`config.mk`:
```
export PLATFORM = sky130hd
export DESIGN_NAME = usrx_top
export DESIGN_NICKNAME = d
export VERILOG_FILES = /design/src/logic/usrx_pkg.sv /design/src/logic/usrx_top.sv
export SDC_FILE = /design/constraint.sdc
export NUM_CORES = 1
export LEC_CHECK = 0
export ABC_AREA = 1
export ABC_CLOCK_PERIOD_IN_PS = 2400
export CELL_PAD_IN_SITES_DETAIL_PLACEMENT = 1
export CELL_PAD_IN_SITES_GLOBAL_PLACEMENT = 2
export CORE_AREA = 4 4 125 156
export DETAILED_ROUTE_END_ITERATION = 10
export DIE_AREA = 0 0 129 160
export DONT_BUFFER_PORTS = 1
export PLACE_DENSITY_LB_ADDON = 0.12
export SYNTH_ARGS = -nofsm -noshare
export SYNTH_HDL_FRONTEND = slang
export SYNTH_SLANG_ARGS = --single-unit
```
`constraint.sdc`:
```
create_clock -name clk_sys -period 2.4 [get_ports clk_sys]
set_input_delay 0.12 -clock clk_sys [delete_from_list [all_inputs] [get_ports clk_sys]]
set_output_delay 0.12 -clock clk_sys [all_outputs]
set_load 0.01 [all_outputs]
```
`src/logic/usrx_pkg.sv`:
```
// constants, register map and state types of the synchronous serial block
// assumes an axi4-lite master with 32-bit data and 6-bit byte addresses
package usrx_pkg;

    localparam int AXI_ADDR_W = 6;

    // byte offsets, one aligned word each
    localparam logic [5:0] OFS_RX_STATUS = 6'h00;
    localparam logic [5:0] OFS_RX_DATA = 6'h04;
    localparam logic [5:0] OFS_TX_STATUS = 6'h08;
    localparam logic [5:0] OFS_BAUD_CTRL = 6'h0C;
    localparam logic [5:0] OFS_DIV_HIGH = 6'h10;
    localparam logic [5:0] OFS_DIV_LOW = 6'h14;
    localparam logic [5:0] OFS_TX_DATA = 6'h18;
    localparam logic [5:0] OFS_IRQ = 6'h1C;

    // receive_status_control fields
    localparam int B_SERIAL_PORT_ENABLE = 7;
    localparam int B_NINE_BIT_RX = 6;
    localparam int B_SINGLE_RX = 5;
    localparam int B_CONT_RX = 4;
    localparam int B_FRAMING_ERROR = 2;
    localparam int B_OVERRUN_ERROR = 1;
    localparam int B_RX_NINTH = 0;
    // transmit_status_control fields
    localparam int B_CLOCK_SOURCE = 7;
    localparam int B_NINE_BIT_TX = 6;
    localparam int B_TX_ENABLE = 5;
    localparam int B_SYNC_MODE = 4;
    localparam int B_HIGH_RATE = 2;
    localparam int B_SHIFT_EMPTY = 1;
    localparam int B_TX_NINTH = 0;
    // baud_control fields
    localparam int B_IDLE_POLARITY = 4;
    localparam int B_WIDE_BAUD = 3;
    // interrupt flag and enable register fields
    localparam int B_RX_FLAG = 0;
    localparam int B_TX_FLAG = 1;
    localparam int B_RX_IRQ_EN = 4;
    localparam int B_TX_IRQ_EN = 5;

    // index of the last bit of a word
    localparam logic [3:0] LAST_BIT_8 = 4'h7;
    localparam logic [3:0] LAST_BIT_9 = 4'h8;

    localparam logic [1:0] RESP_OKAY = 2'b00;
    localparam logic [1:0] RESP_SLVERR = 2'b10;

    typedef struct packed {
        logic serial_port_enable;
        logic nine_bit_receive_select;
        logic single_receive_enable;
        logic continuous_receive_enable;
        logic overrun_error;
        logic received_ninth_bit;
        logic clock_source_select;
        logic nine_bit_transmit_select;
        logic transmit_enable;
        logic sync_mode_select;
        logic high_rate_select;
        logic transmit_ninth_bit;
        logic clock_idle_polarity;
        logic wide_baud_generator_select;
        logic [7:0] baud_divisor_high;
        logic [7:0] baud_divisor_low;
        logic receive_irq_enable;
        logic transmit_irq_enable;
        logic receive_complete_flag;
        logic [7:0] receive_data_buffer;
        logic [7:0] transmit_data_buffer;
        logic tx_buf_ninth;
        logic tx_buf_full;
        logic [8:0] transmit_shift_register;
        logic [8:0] rx_shift;
        logic tx_busy;
        logic [3:0] tx_bits;
        logic [3:0] rx_bits;
        logic [15:0] brg_count;
        logic ck_level;
        logic ck_slave_prev;
    } usrx_state_t;

    typedef struct packed {
        logic aw_hold;
        logic [5:0] aw_addr;
        logic w_hold;
        logic [7:0] w_data;
        logic w_lane0;
        logic bvalid;
        logic [1:0] bresp;
        logic rvalid;
        logic [7:0] rdata;
        logic [1:0] rresp;
    } usrx_bus_t;

    localparam usrx_state_t STATE_RST = '0;
    localparam usrx_bus_t BUS_RST = '0;

endpackage : usrx_pkg

```
`src/logic/usrx_top.sv`:
```
// synchronous serial port: master/slave reception and transmission
// assumes an axi4-lite master on clk_sys and pin buffers outside
//
// Local design decisions: the register offsets and the AXI4-Lite interface to the registers.
`timescale 1ns/1ns
`default_nettype none

module usrx_top
    import usrx_pkg::*;
(
    // system
    input wire logic clk_sys,
    input wire logic rst_n,
    input wire logic clk_en,
    // axi4-lite write address and data
    input wire logic s_axi_awvalid,
    output logic s_axi_awready,
    input wire logic [AXI_ADDR_W-1:0] s_axi_awaddr,
    input wire logic s_axi_wvalid,
    output logic s_axi_wready,
    input wire logic [31:0] s_axi_wdata,
    input wire logic [3:0] s_axi_wstrb,
    // axi4-lite write response
    output logic s_axi_bvalid,
    input wire logic s_axi_bready,
    output logic [1:0] s_axi_bresp,
    // axi4-lite read
    input wire logic s_axi_arvalid,
    output logic s_axi_arready,
    input wire logic [AXI_ADDR_W-1:0] s_axi_araddr,
    output logic s_axi_rvalid,
    input wire logic s_axi_rready,
    output logic [31:0] s_axi_rdata,
    output logic [1:0] s_axi_rresp,
    // shift clock pin
    input wire logic shift_clock_pin_i,
    output logic shift_clock_pin_o,
    output logic shift_clock_pin_oe,
    // data pin
    input wire logic serial_data_pin_i,
    output logic serial_data_pin_o,
    output logic serial_data_pin_oe,
    // requests to the interrupt controller
    output logic receive_irq,
    output logic transmit_irq,
    output logic wake_req
);

    usrx_state_t st_reg;
    usrx_state_t st_next;
    usrx_bus_t bus_reg;
    usrx_bus_t bus_next;
    logic ck_s1_reg;
    logic ck_s2_reg;
    logic dt_s1_reg;
    logic dt_s2_reg;
    logic wr_fire;
    logic rd_fire;
    logic wr_mapped;
    logic rd_rx_data;
    logic [7:0] rd_value;
    logic [15:0] divisor;
    logic rx_en;
    logic tx_go;
    logic m_run;
    logic m_tick;
    logic slave_level;
    logic rise;
    logic fall;
    logic rc_set;
    logic [7:0] wd;

    // pin synchronisers
    always_ff @(posedge clk_sys)
    begin
        if (!rst_n)
        begin
            ck_s1_reg <= 1'b0;
            ck_s2_reg <= 1'b0;
            dt_s1_reg <= 1'b0;
            dt_s2_reg <= 1'b0;
        end
        else if (clk_en)
        begin
            ck_s1_reg <= shift_clock_pin_i;
            ck_s2_reg <= ck_s1_reg;
            dt_s1_reg <= serial_data_pin_i;
            dt_s2_reg <= dt_s1_reg;
        end
    end

    // register read view
    always_comb
    begin
        rd_value = 8'h00;
        unique case ({s_axi_araddr[5:2], 2'b00})
            OFS_RX_STATUS:
            begin
                rd_value[B_SERIAL_PORT_ENABLE] = st_reg.serial_port_enable;
                rd_value[B_NINE_BIT_RX] = st_reg.nine_bit_receive_select;
                rd_value[B_SINGLE_RX] = st_reg.single_receive_enable;
                rd_value[B_CONT_RX] = st_reg.continuous_receive_enable;
                // no stop bit in synchronous frames: framing never fails
                rd_value[B_FRAMING_ERROR] = 1'b0;
                rd_value[B_OVERRUN_ERROR] = st_reg.overrun_error;
                rd_value[B_RX_NINTH] = st_reg.received_ninth_bit;
            end
            OFS_RX_DATA: rd_value = st_reg.receive_data_buffer;
            OFS_TX_STATUS:
            begin
                rd_value[B_CLOCK_SOURCE] = st_reg.clock_source_select;
                rd_value[B_NINE_BIT_TX] = st_reg.nine_bit_transmit_select;
                rd_value[B_TX_ENABLE] = st_reg.transmit_enable;
                rd_value[B_SYNC_MODE] = st_reg.sync_mode_select;
                rd_value[B_HIGH_RATE] = st_reg.high_rate_select;
                rd_value[B_SHIFT_EMPTY] = ~st_reg.tx_busy;
                rd_value[B_TX_NINTH] = st_reg.transmit_ninth_bit;
            end
            OFS_BAUD_CTRL:
            begin
                rd_value[B_IDLE_POLARITY] = st_reg.clock_idle_polarity;
                rd_value[B_WIDE_BAUD] = st_reg.wide_baud_generator_select;
            end
            OFS_DIV_HIGH: rd_value = st_reg.baud_divisor_high;
            OFS_DIV_LOW: rd_value = st_reg.baud_divisor_low;
            OFS_TX_DATA: rd_value = st_reg.transmit_data_buffer;
            OFS_IRQ:
            begin
                rd_value[B_RX_FLAG] = st_reg.receive_complete_flag;
                rd_value[B_TX_FLAG] = ~st_reg.tx_buf_full;
                rd_value[B_RX_IRQ_EN] = st_reg.receive_irq_enable;
                rd_value[B_TX_IRQ_EN] = st_reg.transmit_irq_enable;
            end
            default: rd_value = 8'h00;
        endcase
    end

    // bus slave: address and data are held until both are in
    assign wr_fire = bus_reg.aw_hold & bus_reg.w_hold & ~bus_reg.bvalid;
    assign rd_fire = s_axi_arvalid & ~bus_reg.rvalid;
    assign wr_mapped = ~bus_reg.aw_addr[5];
    assign rd_rx_data = rd_fire
        & ({s_axi_araddr[5:2], 2'b00} == OFS_RX_DATA);

    always_comb
    begin
        bus_next = bus_reg;
        if (s_axi_awvalid & ~bus_reg.aw_hold)
        begin
            bus_next.aw_hold = 1'b1;
            bus_next.aw_addr = {s_axi_awaddr[5:2], 2'b00};
        end
        if (s_axi_wvalid & ~bus_reg.w_hold)
        begin
            bus_next.w_hold = 1'b1;
            bus_next.w_data = s_axi_wdata[7:0];
            bus_next.w_lane0 = s_axi_wstrb[0];
        end
        if (wr_fire)
        begin
            bus_next.aw_hold = 1'b0;
            bus_next.w_hold = 1'b0;
            bus_next.bvalid = 1'b1;
            bus_next.bresp = wr_mapped ? RESP_OKAY : RESP_SLVERR;
        end
        else if (bus_reg.bvalid & s_axi_bready)
        begin
            bus_next.bvalid = 1'b0;
        end
        if (rd_fire)
        begin
            bus_next.rvalid = 1'b1;
            bus_next.rdata = rd_value;
            bus_next.rresp = s_axi_araddr[5] ? RESP_SLVERR : RESP_OKAY;
        end
        else if (bus_reg.rvalid & s_axi_rready)
        begin
            bus_next.rvalid = 1'b0;
        end
    end

    always_ff @(posedge clk_sys)
    begin
        if (!rst_n)
        begin
            bus_reg <= BUS_RST;
        end
        else if (clk_en)
        begin
            bus_reg <= bus_next;
        end
    end

    assign s_axi_awready = ~bus_reg.aw_hold;
    assign s_axi_wready = ~bus_reg.w_hold;
    assign s_axi_bvalid = bus_reg.bvalid;
    assign s_axi_bresp = bus_reg.bresp;
    assign s_axi_arready = ~bus_reg.rvalid;
    assign s_axi_rvalid = bus_reg.rvalid;
    assign s_axi_rdata = {24'h00_0000, bus_reg.rdata};
    assign s_axi_rresp = bus_reg.rresp;

    // shift clock timing
    assign divisor = st_reg.wide_baud_generator_select
        ? {st_reg.baud_divisor_high, st_reg.baud_divisor_low}
        : {8'h00, st_reg.baud_divisor_low};
    // single enable only counts when this end makes the clock
    assign rx_en = st_reg.serial_port_enable & st_reg.sync_mode_select
        & ~st_reg.overrun_error
        & (st_reg.continuous_receive_enable
        | (st_reg.single_receive_enable & st_reg.clock_source_select));
    // half duplex: an enabled receiver silences the transmitter
    assign tx_go = st_reg.serial_port_enable & st_reg.sync_mode_select
        & st_reg.transmit_enable & ~rx_en;
    assign m_run = st_reg.serial_port_enable & st_reg.sync_mode_select
        & st_reg.clock_source_select & (rx_en | st_reg.tx_busy);
    assign m_tick = m_run & (st_reg.brg_count == divisor);
    assign slave_level = ck_s2_reg ^ st_reg.clock_idle_polarity;
    always_comb
    begin
        if (st_reg.clock_source_select)
        begin
            rise = m_tick & ~st_reg.ck_level;
            fall = m_tick & st_reg.ck_level;
        end
        else
        begin
            rise = slave_level & ~st_reg.ck_slave_prev;
            fall = ~slave_level & st_reg.ck_slave_prev;
        end
    end

    assign wd = bus_reg.w_data;

    always_comb
    begin
        st_next = st_reg;
        rc_set = 1'b0;
        st_next.ck_slave_prev = slave_level;

        // baud generator, idle level whenever nothing is shifting
        if (!m_run)
        begin
            st_next.brg_count = 16'h0000;
            st_next.ck_level = 1'b0;
        end
        else if (m_tick)
        begin
            st_next.brg_count = 16'h0000;
            st_next.ck_level = ~st_reg.ck_level;
        end
        else
        begin
            st_next.brg_count = st_reg.brg_count + 16'h0001;
        end

        // receiver; disabling mid-word drops the partial word
        if (!rx_en)
        begin
            st_next.rx_bits = 4'h0;
        end
        else if (fall)
        begin
            st_next.rx_shift = {dt_s2_reg, st_reg.rx_shift[8:1]};
            if (st_reg.rx_bits == (st_reg.nine_bit_receive_select
                ? LAST_BIT_9 : LAST_BIT_8))
            begin
                st_next.rx_bits = 4'h0;
                if (st_reg.receive_complete_flag & ~rd_rx_data)
                begin
                    // unread word kept, new one lost
                    st_next.overrun_error = 1'b1;
                end
                else if (st_reg.nine_bit_receive_select)
                begin
                    st_next.receive_data_buffer = st_next.rx_shift[7:0];
                    st_next.received_ninth_bit = st_next.rx_shift[8];
                    rc_set = 1'b1;
                end
                else
                begin
                    st_next.receive_data_buffer = st_next.rx_shift[8:1];
                    st_next.received_ninth_bit = 1'b0;
                    rc_set = 1'b1;
                end
                if (!st_reg.continuous_receive_enable)
                begin
                    st_next.single_receive_enable = 1'b0;
                end
            end
            else
            begin
                st_next.rx_bits = st_reg.rx_bits + 4'h1;
            end
        end

        // transmitter, buffer moves to shifter only when it is empty
        if (!tx_go)
        begin
            st_next.tx_busy = 1'b0;
        end
        else if (st_reg.tx_busy)
        begin
            if (fall)
            begin
                st_next.transmit_shift_register =
                    {1'b1, st_reg.transmit_shift_register[8:1]};
                if (st_reg.tx_bits == (st_reg.nine_bit_transmit_select
                    ? LAST_BIT_9 : LAST_BIT_8))
                begin
                    st_next.tx_busy = 1'b0;
                end
                else
                begin
                    st_next.tx_bits = st_reg.tx_bits + 4'h1;
                end
            end
        end
        else if (st_reg.tx_buf_full)
        begin
            st_next.transmit_shift_register =
                {st_reg.tx_buf_ninth, st_reg.transmit_data_buffer};
            st_next.tx_busy = 1'b1;
            st_next.tx_bits = 4'h0;
            st_next.tx_buf_full = 1'b0;
        end

        // software writes
        if (wr_fire & bus_reg.w_lane0)
        begin
            unique case (bus_reg.aw_addr)
                OFS_RX_STATUS:
                begin
                    st_next.serial_port_enable = wd[B_SERIAL_PORT_ENABLE];
                    st_next.nine_bit_receive_select = wd[B_NINE_BIT_RX];
                    st_next.single_receive_enable = wd[B_SINGLE_RX];
                    st_next.continuous_receive_enable = wd[B_CONT_RX];
                    // an overrun raised in this very cycle wins over the clear
                    if (!wd[B_CONT_RX]
                        && !(st_next.overrun_error && !st_reg.overrun_error))
                    begin
                        st_next.overrun_error = 1'b0;
                    end
                end
                OFS_TX_STATUS:
                begin
                    st_next.clock_source_select = wd[B_CLOCK_SOURCE];
                    st_next.nine_bit_transmit_select = wd[B_NINE_BIT_TX];
                    st_next.transmit_enable = wd[B_TX_ENABLE];
                    st_next.sync_mode_select = wd[B_SYNC_MODE];
                    st_next.high_rate_select = wd[B_HIGH_RATE];
                    st_next.transmit_ninth_bit = wd[B_TX_NINTH];
                end
                OFS_BAUD_CTRL:
                begin
                    st_next.clock_idle_polarity = wd[B_IDLE_POLARITY];
                    st_next.wide_baud_generator_select = wd[B_WIDE_BAUD];
                end
                OFS_DIV_HIGH: st_next.baud_divisor_high = wd;
                OFS_DIV_LOW: st_next.baud_divisor_low = wd;
                OFS_TX_DATA:
                begin
                    st_next.transmit_data_buffer = wd;
                    st_next.tx_buf_ninth = st_reg.transmit_ninth_bit;
                    st_next.tx_buf_full = 1'b1;
                end
                OFS_IRQ:
                begin
                    st_next.receive_irq_enable = wd[B_RX_IRQ_EN];
                    st_next.transmit_irq_enable = wd[B_TX_IRQ_EN];
                end
                default:
                begin
                end
            endcase
        end

        // reading the data clears the flag; a new word in that cycle wins
        if (rd_rx_data)
        begin
            st_next.receive_complete_flag = 1'b0;
        end
        if (rc_set)
        begin
            st_next.receive_complete_flag = 1'b1;
        end
    end

    always_ff @(posedge clk_sys)
    begin
        if (!rst_n)
        begin
            st_reg <= STATE_RST;
        end
        else if (clk_en)
        begin
            st_reg <= st_next;
        end
    end

    // pins
    assign shift_clock_pin_oe = st_reg.serial_port_enable
        & st_reg.sync_mode_select & st_reg.clock_source_select;
    assign shift_clock_pin_o = st_reg.ck_level
        ^ st_reg.clock_idle_polarity;
    assign serial_data_pin_o = st_reg.transmit_shift_register[0];
    assign serial_data_pin_oe = tx_go;

    // interrupt requests; the shift-empty bit has none
    assign receive_irq = st_reg.receive_complete_flag
        & st_reg.receive_irq_enable;
    assign transmit_irq = ~st_reg.tx_buf_full
        & st_reg.transmit_irq_enable;
    assign wake_req = receive_irq | transmit_irq;

endmodule : usrx_top

`default_nettype wire

```
==> impl_metrics.toml, run 1 <==
[setup_path]
worstSetupStartpointType = "register"
regToRegSetupSlack_ps = 250
required_ps = 2710
regToRegStartpoint = "bus_reg[26]"
worstReg2RegEnd = "st_reg[95]"
cp-end-kind = "register"
r2r_cells = 7
path_class = "reg2reg"
crit_fanout = 5
arrival_ps = 2460

[synth]
synth_top_cell_area_share = 0.407
syn_inst = 897
syn_avg_cell_area_sq_um = 6.91
yosysMostFrequentCell = "nand2_1"
synth_edf_count = 0
synth_cell_types = 40
ys_seq_elements = 126
yosys-top-cells-area = "dfxtp_1, nand2_1, o21ai_0"
synth_warnings = 0
synth-async-reset-ratio = 0
ys_top_cells_by_count = "nand2_1, dfxtp_1, nor2_1"
synth_ff_type = "dfxtp_1"
synth_area_sq_um = 6200
ys_seq_area_frac = 0.407
netlist.top_cell.by_area = "dfxtp_1"

[min_path]
hold-path-cell-count = 3
hp-class = "in2reg"
min_to = "st_reg[94]"
min_from = "clk_en"

[job]
drv_cap = 0

[floorplan]
rows = 55
initial_core_util = 0.344
fp.dieW_um = 129
pin_count = 106
core_sq_um = 18000
die_h_um = 160
die-area_sq_um = 20600

[power]
power_uw = 5240
ir_worst_vdd_mv = 0.456
clockPowerShare = 0.540
power_density_nw_per_um2 = 722
combPwrFrac = 0.048
internal_power_uw = 4030
leakage_uw = 0.00295
switchingPower_uw = 1210
seq_power_share = 0.413
switching_share = 0.231

[clock_tree]
cts_htree_levels = 4
clk_pin_slew_ps = 60
cts_post_setup_buffers_inserted = 0
cts_tree = "done"
cts_root_buffer = "clkbuf_16"
cts_buffers = 17
cts_buffer_depth = 2
clock_sinks = 126
clock_latency_ps = 420

[detailed_routing]
ant_nets = 0
firstDrtPassIters = 4
viasPerCell = 5.01
routedWlPerCell_um = 17.7
drtIter0Drc = 269
route.detailed.drc = 0
num_vias = 5821
wl_um = 20600

[sta]
setup_tns_ps = 0
hold_viol = 0
max-slew-margin-rel = 0.653
post-route-period-util = 0.894
rsz0062_at_grt = "no"
fin_crit_ps = 2150
fmax_mhz = 466
setup_viol = 0
worst_pin_slew_ps = 516
drv_slew = 0
finClkSkew_ps = 7.02

[place]
place.gp.congestion = 0.837
dpl.hpwl_um = 15000
portBuffers = 0

[cells_and_area]
syn_to_final_growth_pct = 17.2
largest_register_ff_count = 94
layout.nets = 983
drive_above_1_share = 0.0727
num_antenna_cells = 0

[global_routing]
grt_pass1_vias = 6142
grt_usage = 0.206
grt_pass1_wl_um = 33000
grt_overflow_total = 0
grt_antenna_before_repair = 0
grt_max_degree = 79

[run_status]
status = "finished clean"
routing by layer:
metal,part of all wire,GRT usage,up-vias
met5,0,0,-
met4,0.031,0.0764,0
met3,0.029,0.0482,35
met2,0.51,0.362,73
met1,0.43,0.241,2810
li1,-,-,2903
kinds of logic (layout without fill, tap and decap cells):
| kind of cell | count (synthesis) | after routing | share of synthesized area |
|---|---|---|---|
| flops | 126 | 126 | 0.407 |
| simple gates | 370 | 370 | 0.250 |
| xor+xnor | 13 | 13 | 0.0184 |
| fa+ha+maj | 3 | 3 | 0.00606 |
| other cells | 1 | 26 | 0.000605 |
| buf+inv | 174 | 187 | 0.134 |
| compound gates | 210 | 210 | 0.183 |
final cells by class:
type / instances / area (sq um)
clock inverters: 12 / 184
fillers: 2272 / 10800
clock buffers: 20 / 467
well taps: 228 / 285
repair buffers: 47 / 455
flip-flops and latches: 126 / 2520
multi-input cells: 622 / 2940
inverters: 108 / 408
timing repair:
action | CTS | global route
hold buffers | 33 | 0
resized for setup | 0 | 5
endpoints found under the setup margin | 0 | 49
hold endpoints to repair | 90 | 0
metrics by stage:
stage / worst slack (ps) / util / instance area (sq um) / instances / hold WS, ps
3_3_place_gp: 218 / 0.347 / 6260 / 1098 / 228
6_report: 255 / 0.403 / 7270 / 1163 / 27.4
4_1_cts: 28.9 / 0.402 / 7260 / 1163 / 1.03
3_5_place_dp: 132 / 0.347 / 6260 / 1098 / 238
2_1_floorplan: 727 / - / 6290 / 922 / 255
5_1_grt: 6.09 / 0.403 / 7270 / 1163 / 27.9
cell usage in the layout, fill, tap and decap left out, types with 2 or more instances in the layout:
| master | synthesis | routed |
|---|---|---|
| buf_4 | 37 | 14 |
| inv_1 | 104 | 103 |
| o21ai_0 | 92 | 92 |
| nand4_1 | 8 | 8 |
| o211ai_1 | 2 | 2 |
| o31ai_1 | 3 | 3 |
| nor2_2 | 1 | 2 |
| clkinv_4 | 0 | 2 |
| inv_2 | 3 | 4 |
| bufinv_16 | 0 | 4 |
| clkinvlp_4 | 0 | 5 |
| xor2_1 | 12 | 12 |
| conb_1 | 1 | 26 |
| nand3_2 | 5 | 5 |
| a211oi_1 | 4 | 4 |
| a21oi_1 | 85 | 85 |
| o22ai_1 | 11 | 11 |
| nand3_1 | 32 | 32 |
| clkbuf_16 | 0 | 17 |
| a221oi_1 | 4 | 4 |
| dlygate4sd3_1 | 0 | 31 |
| dfxtp_1 | 126 | 125 |
| ha_1 | 3 | 3 |
| nor3_1 | 20 | 20 |
| nor2_1 | 114 | 113 |
| clkbuf_8 | 0 | 3 |
| a31oi_1 | 3 | 3 |
| nand2_1 | 184 | 183 |
critical path: stages, from the launching register on:
cell and delay (ps):
dfxtp_1 370, nor2_1 170, inv_1 80, nor4_1 460
nand2_1 160, dlygate4sd3_1 580, o21ai_0 160, a21oi_1 50
worst max path at each step:
stage,startpoint,end,slack (ps),depth (start not counted)
6_report,bus_reg[26],st_reg[95],250,7
5_1_grt,bus_reg[23],st_reg[93],6,12
4_1_cts,clk_en,st_reg[93],30,11
3_5_place_dp,st_reg[82],st_reg[19],130,12
3_3_place_gp,st_reg[82],st_reg[44],220,11
2_1_floorplan,st_reg[82],st_reg[90],730,13
power by group through the flow:
stage	Sequential, uW	Combinational (uW)	Clock [uW]
floorplan	2190	191	0
global placement	2210	178	0
detailed placement	2210	182	0
CTS	2160	247	2900
global route	2170	280	3000
finish	2160	250	2830
Note: power is estimated with default switching activity, not from simulation.
==> inputs of run 2 (changes only) <==
CORE_AREA = 4 4 136 171   (was 4 4 125 156)
DIE_AREA = 0 0 140 175   (was 0 0 129 160)
PLACE_DENSITY = 0.65   (was default)
PLACE_DENSITY_LB_ADDON = default   (was 0.12)
==> impl_metrics.toml, run 2 (synthesized netlist as in run 1, its figures left out) <==
[run_status]
status = "finished clean"

[place]
dp_slack_ps = 106
dp.cells = 1153
dpl.hpwl_um = 15500
place.gp.congestion = 0.819
portBuffers = 0

[detailed_routing]
firstDrtPassIters = 4
wl_um = 20900
num_vias = 5759
drtIter0Drc = 184
route.detailed.drc = 0
routedWlPerCell_um = 17.3
viasPerCell = 4.75
ant_nets = 0

[clock_tree]
cts_buffers = 17
cts_post_setup_buffers_inserted = 0
clock_sinks = 126
cts_root_buffer = "clkbuf_16"
cts_htree_levels = 4
clk_pin_slew_ps = 60
cts_tree = "done"
clock_latency_ps = 420
cts_buffer_depth = 2

[setup_path]
worstSetupStartpointType = "register"
required_ps = 2750
path_cells = "nand2_1, nor2_1, nand2_1, nand2_1, nand2_1, nor2_1, nand3_2, nand2_4, inv_4, nor2_4, nand2_1, a21oi_2"
cp-end-kind = "register"
cp_common_cell = "nand2_1"
regToRegStartpoint = "st_reg[86]"
cpMaxStageDelayCell = "dfxtp_1"
crit_path_max_incr_delay_ps = 420
crit_start = "st_reg[86]"
arrival_ps = 2520
crit_fanout = 12
path_class = "reg2reg"

[sta]
finClkSkew_ps = 12.4
rsz0062_at_grt = "no"
drv_slew = 0
setup_viol = 0
worst_pin_slew_ps = 835
fin_crit_ps = 2170
finalWorstSetupSlack_ps = 231
post-route-period-util = 0.904
max-slew-margin-rel = 0.442
setup_tns_ps = 0
hold_viol = 0
fmax_mhz = 461

[cells_and_area]
stdcell_count = 1213
nFillCells = 2741
layout.nets = 982
mostFrequentLayoutCell = "nand2_1"
largest_register_ff_count = 94
final_cell_mix = "nand2_1, dfxtp_1, nor2_1"
syn_to_final_growth_pct = 16.8
drive_above_1_share = 0.0728
num_antenna_cells = 0

[floorplan]
core_sq_um = 21500
initial_core_util = 0.289
fp.dieW_um = 140
rows = 60
die-area_sq_um = 24500
pin_count = 106
die_h_um = 175

[global_routing]
grt_pass1_vias = 5958
grt_antenna_before_repair = 1
grt_pass1_wl_um = 33100
grt_usage = 0.173
grt_max_degree = 76
grt_overflow_total = 0

[min_path]
hp-class = "in2reg"
min_from = "clk_en"

[power]
power_density_nw_per_um2 = 683
leakage_uw = 0.00293
power_uw = 4950
ir_worst_vdd_mv = 0.482

[job]
drv_cap = 0
## run 2: changes by cell type in the layout (fill, tap and decap cells not counted), sizes merged
| cell | previous run | this run |
|---|---|---|
| clkinvlp | 5 | 3 |
| clkbuf | 20 | 18 |
| dlymetal6s4s | 1 | 0 |
| inv | 109 | 108 |
| dlygate4sd3 | 31 | 27 |
| clkinv | 2 | 9 |
| buf | 15 | 19 |
| bufinv | 4 | 2 |
## run 2: per-stage QoR
step | util | instance area, sq um | hold WS, ps
global route | 0.337 | 7240 | 13.4
finish | 0.337 | 7240 | 23.3
detailed placement | 0.296 | 6360 | 233
floorplan | - | 6290 | 255
global placement | 0.296 | 6360 | 230
CTS | 0.337 | 7240 | 7.54
## run 2: final cells by class
| class | instances | area, sq um | area share |
|---|---|---|---|
| Tap cell | 279 | 349 | 0.0482 |
| Inverter | 108 | 408 | 0.0563 |
| Multi-Input combinational cell | 622 | 2940 | 0.406 |
| Sequential cell | 126 | 2520 | 0.349 |
| Timing Repair Buffer | 46 | 445 | 0.0615 |
| Clock inverter | 14 | 146 | 0.0202 |
| Clock buffer | 18 | 429 | 0.0593 |
## run 2: worst paths after layout
check,to,slack [ps],cells after the start
max,st_reg[21],230,12
min,dt_s2_reg,20,3
max reg2reg,st_reg[21],230,12
min reg2reg,st_reg[40],460,2
## run 2: repair_timing
action,CTS,global route
setup endpoints to repair,0,33
resized for setup,0,1
hold endpoints to repair,90,0
hold buffers,28,0
## run 2: metal layers
metal / vias up / part of all wire / track usage
met5: - / 0 / 0
met4: 0 / 0.017 / 0.0533
met3: 22 / 0.030 / 0.0350
met2: 82 / 0.53 / 0.327
met1: 2755 / 0.42 / 0.193
li1: 2900 / - / -
## run 2: where the power goes
group / internal (uW) / switching [uW]
registers: 2120 / 39.3
logic: 85.6 / 165
clock network: 1530 / 1010
## run 2: worst max-delay path: cells and delay by family (launching register included)
family          cells  cell delay [ps]
simple gates       10             1420
flops               1              420
compound gates      1              160
buf+inv             1               90
==> inputs of run 3 (changes only) <==
CTS_CLUSTER_SIZE = 40   (was default)
RECOVER_POWER = 100   (was default)
==> impl_metrics.toml, run 3 (synthesized netlist as in run 1, its figures left out) <==
[detailed_routing]
ant_nets = 0
viasPerCell = 4.73
drtIter0Drc = 195
firstDrtPassIters = 4
routedWlPerCell_um = 17.2
num_vias = 5741
route.detailed.drc = 0
wl_um = 20900

[cells_and_area]
final_cell_mix = "nand2_1, dfxtp_1, nor2_1"
layout.nets = 982
mostFrequentLayoutCell = "nand2_1"
stdcell_count = 1213
utilization = 0.336
fin_area_sq_um = 7200
multi_input_comb_area_sq_um = 2930
seq_area_sq_um = 2520
syn_to_final_growth_pct = 16.2
drive_above_1_share = 0.0632
nFillCells = 2746
num_antenna_cells = 0
largest_register_ff_count = 94

[power]
power_density_nw_per_um2 = 686
ir_worst_vdd_mv = 0.483
leakage_uw = 0.00290

[sta]
rsz0062_at_grt = "no"
fmax_mhz = 468
post-route-period-util = 0.891
hold_viol = 0
fin_crit_ps = 2140
worst_pin_slew_ps = 833
drv_slew = 0
finClkSkew_ps = 11.8
max-slew-margin-rel = 0.443
setup_tns_ps = 0
setup_viol = 0
finalWorstSetupSlack_ps = 261

[global_routing]
grt_use_met1 = 0.193
grt_antenna_before_repair = 1
grtUsageMet2 = 0.327
grt.busiest_layer = "met2"
grt_usage = 0.173
use_met3 = 0.0350
grt_max_degree = 76
grt_pass1_wl_um = 33100
grt_overflow_total = 0
grt_pass1_vias = 5958

[floorplan]
fp.dieW_um = 140
die-area_sq_um = 24500
pin_count = 106
rows = 60
die_h_um = 175
initial_core_util = 0.289
core_sq_um = 21500

[clock_tree]
clock_latency_ps = 430
cts_buffers = 17
cts_htree_levels = 4
cts_root_buffer = "clkbuf_16"
cts_tree = "done"
clk_pin_slew_ps = 60
cts_buffer_depth = 2
clock_sinks = 126

[place]
dp_slack_ps = 106
place.gp.congestion = 0.819
dpl.hpwl_um = 15500
dp.cells = 1153
place_area_sq_um = 6360
portBuffers = 0

[setup_path]
path_class = "reg2reg"
crit_fanout = 12
regToRegStartpoint = "st_reg[86]"
worstSetupStartpointType = "register"
cp-end-kind = "register"
required_ps = 2750
crit_start = "st_reg[86]"
arrival_ps = 2490

[job]
drv_cap = 0

[min_path]
hp-class = "in2reg"
min_from = "clk_en"

[run_status]
status = "finished clean"
-- run 3: changes by cell type in the layout (fill, tap and decap cells not counted) --
cell / previous run / this run
a21oi_2: 1 / 0
buf_4: 17 / 10
clkbuf_1: 1 / 8
nand3_1: 32 / 33
nand3_2: 5 / 4
a21oi_1: 85 / 86
-- run 3: repair_timing --
action / 4_1_cts / 5_1_grt
buffers inserted: 0 / 0
endpoints found under the hold margin: 90 / 0
setup endpoints to repair: 0 / 33
hold buffers: 28 / 0
gates resized for setup: 0 / 1
-- run 3: layout make-up --
class	count	area share
multi-input combinational	622	0.407
tap	279	0.0485
timing repair buffer	46	0.0582
inverter	108	0.0566
clock inverter	14	0.0203
clock buffer	18	0.0596
sequential	126	0.350
-- run 3: worst paths after layout --
kind | slack, ps | depth (start not counted) | endpoint
max | 260 | 12 | st_reg[21]
min | 20 | 3 | st_reg[26]
max reg2reg | 260 | 12 | st_reg[21]
min reg2reg | 460 | 2 | st_reg[40]
-- run 3: critical path, cell delays in order, from the launching register on --
cell and delay, ps:
dfxtp_1 420, nand2_1 100, nor2_1 90, nand2_1 140, nand2_1 100, nand2_1 110, nor2_1 150, nand3_2 150
nand2_4 180, inv_4 90, nor2_4 260, nand2_1 110, a21oi_1 160
-- run 3: power by group --
part           switching (uW)  internal [uW]
registers                39.2           2120
logic                     164           84.0
clock network            1010           1530
-- run 3: metal layers --
layer / part of all wire / up-vias
li1: - / 2900
met1: 0.42 / 2746
met2: 0.53 / 74
met3: 0.033 / 21
met4: 0.016 / 0
met5: 0 / -
-- run 3: through the flow --
| stage | hold WS (ps) | power, uW |
|---|---|---|
| floorplan | 255 | 2380 |
| global placement | 230 | 2390 |
| detailed placement | 233 | 2400 |
| CTS | 7.54 | 5010 |
| global route | 13.4 | 5130 |
| finish | 15.7 | 4940 |
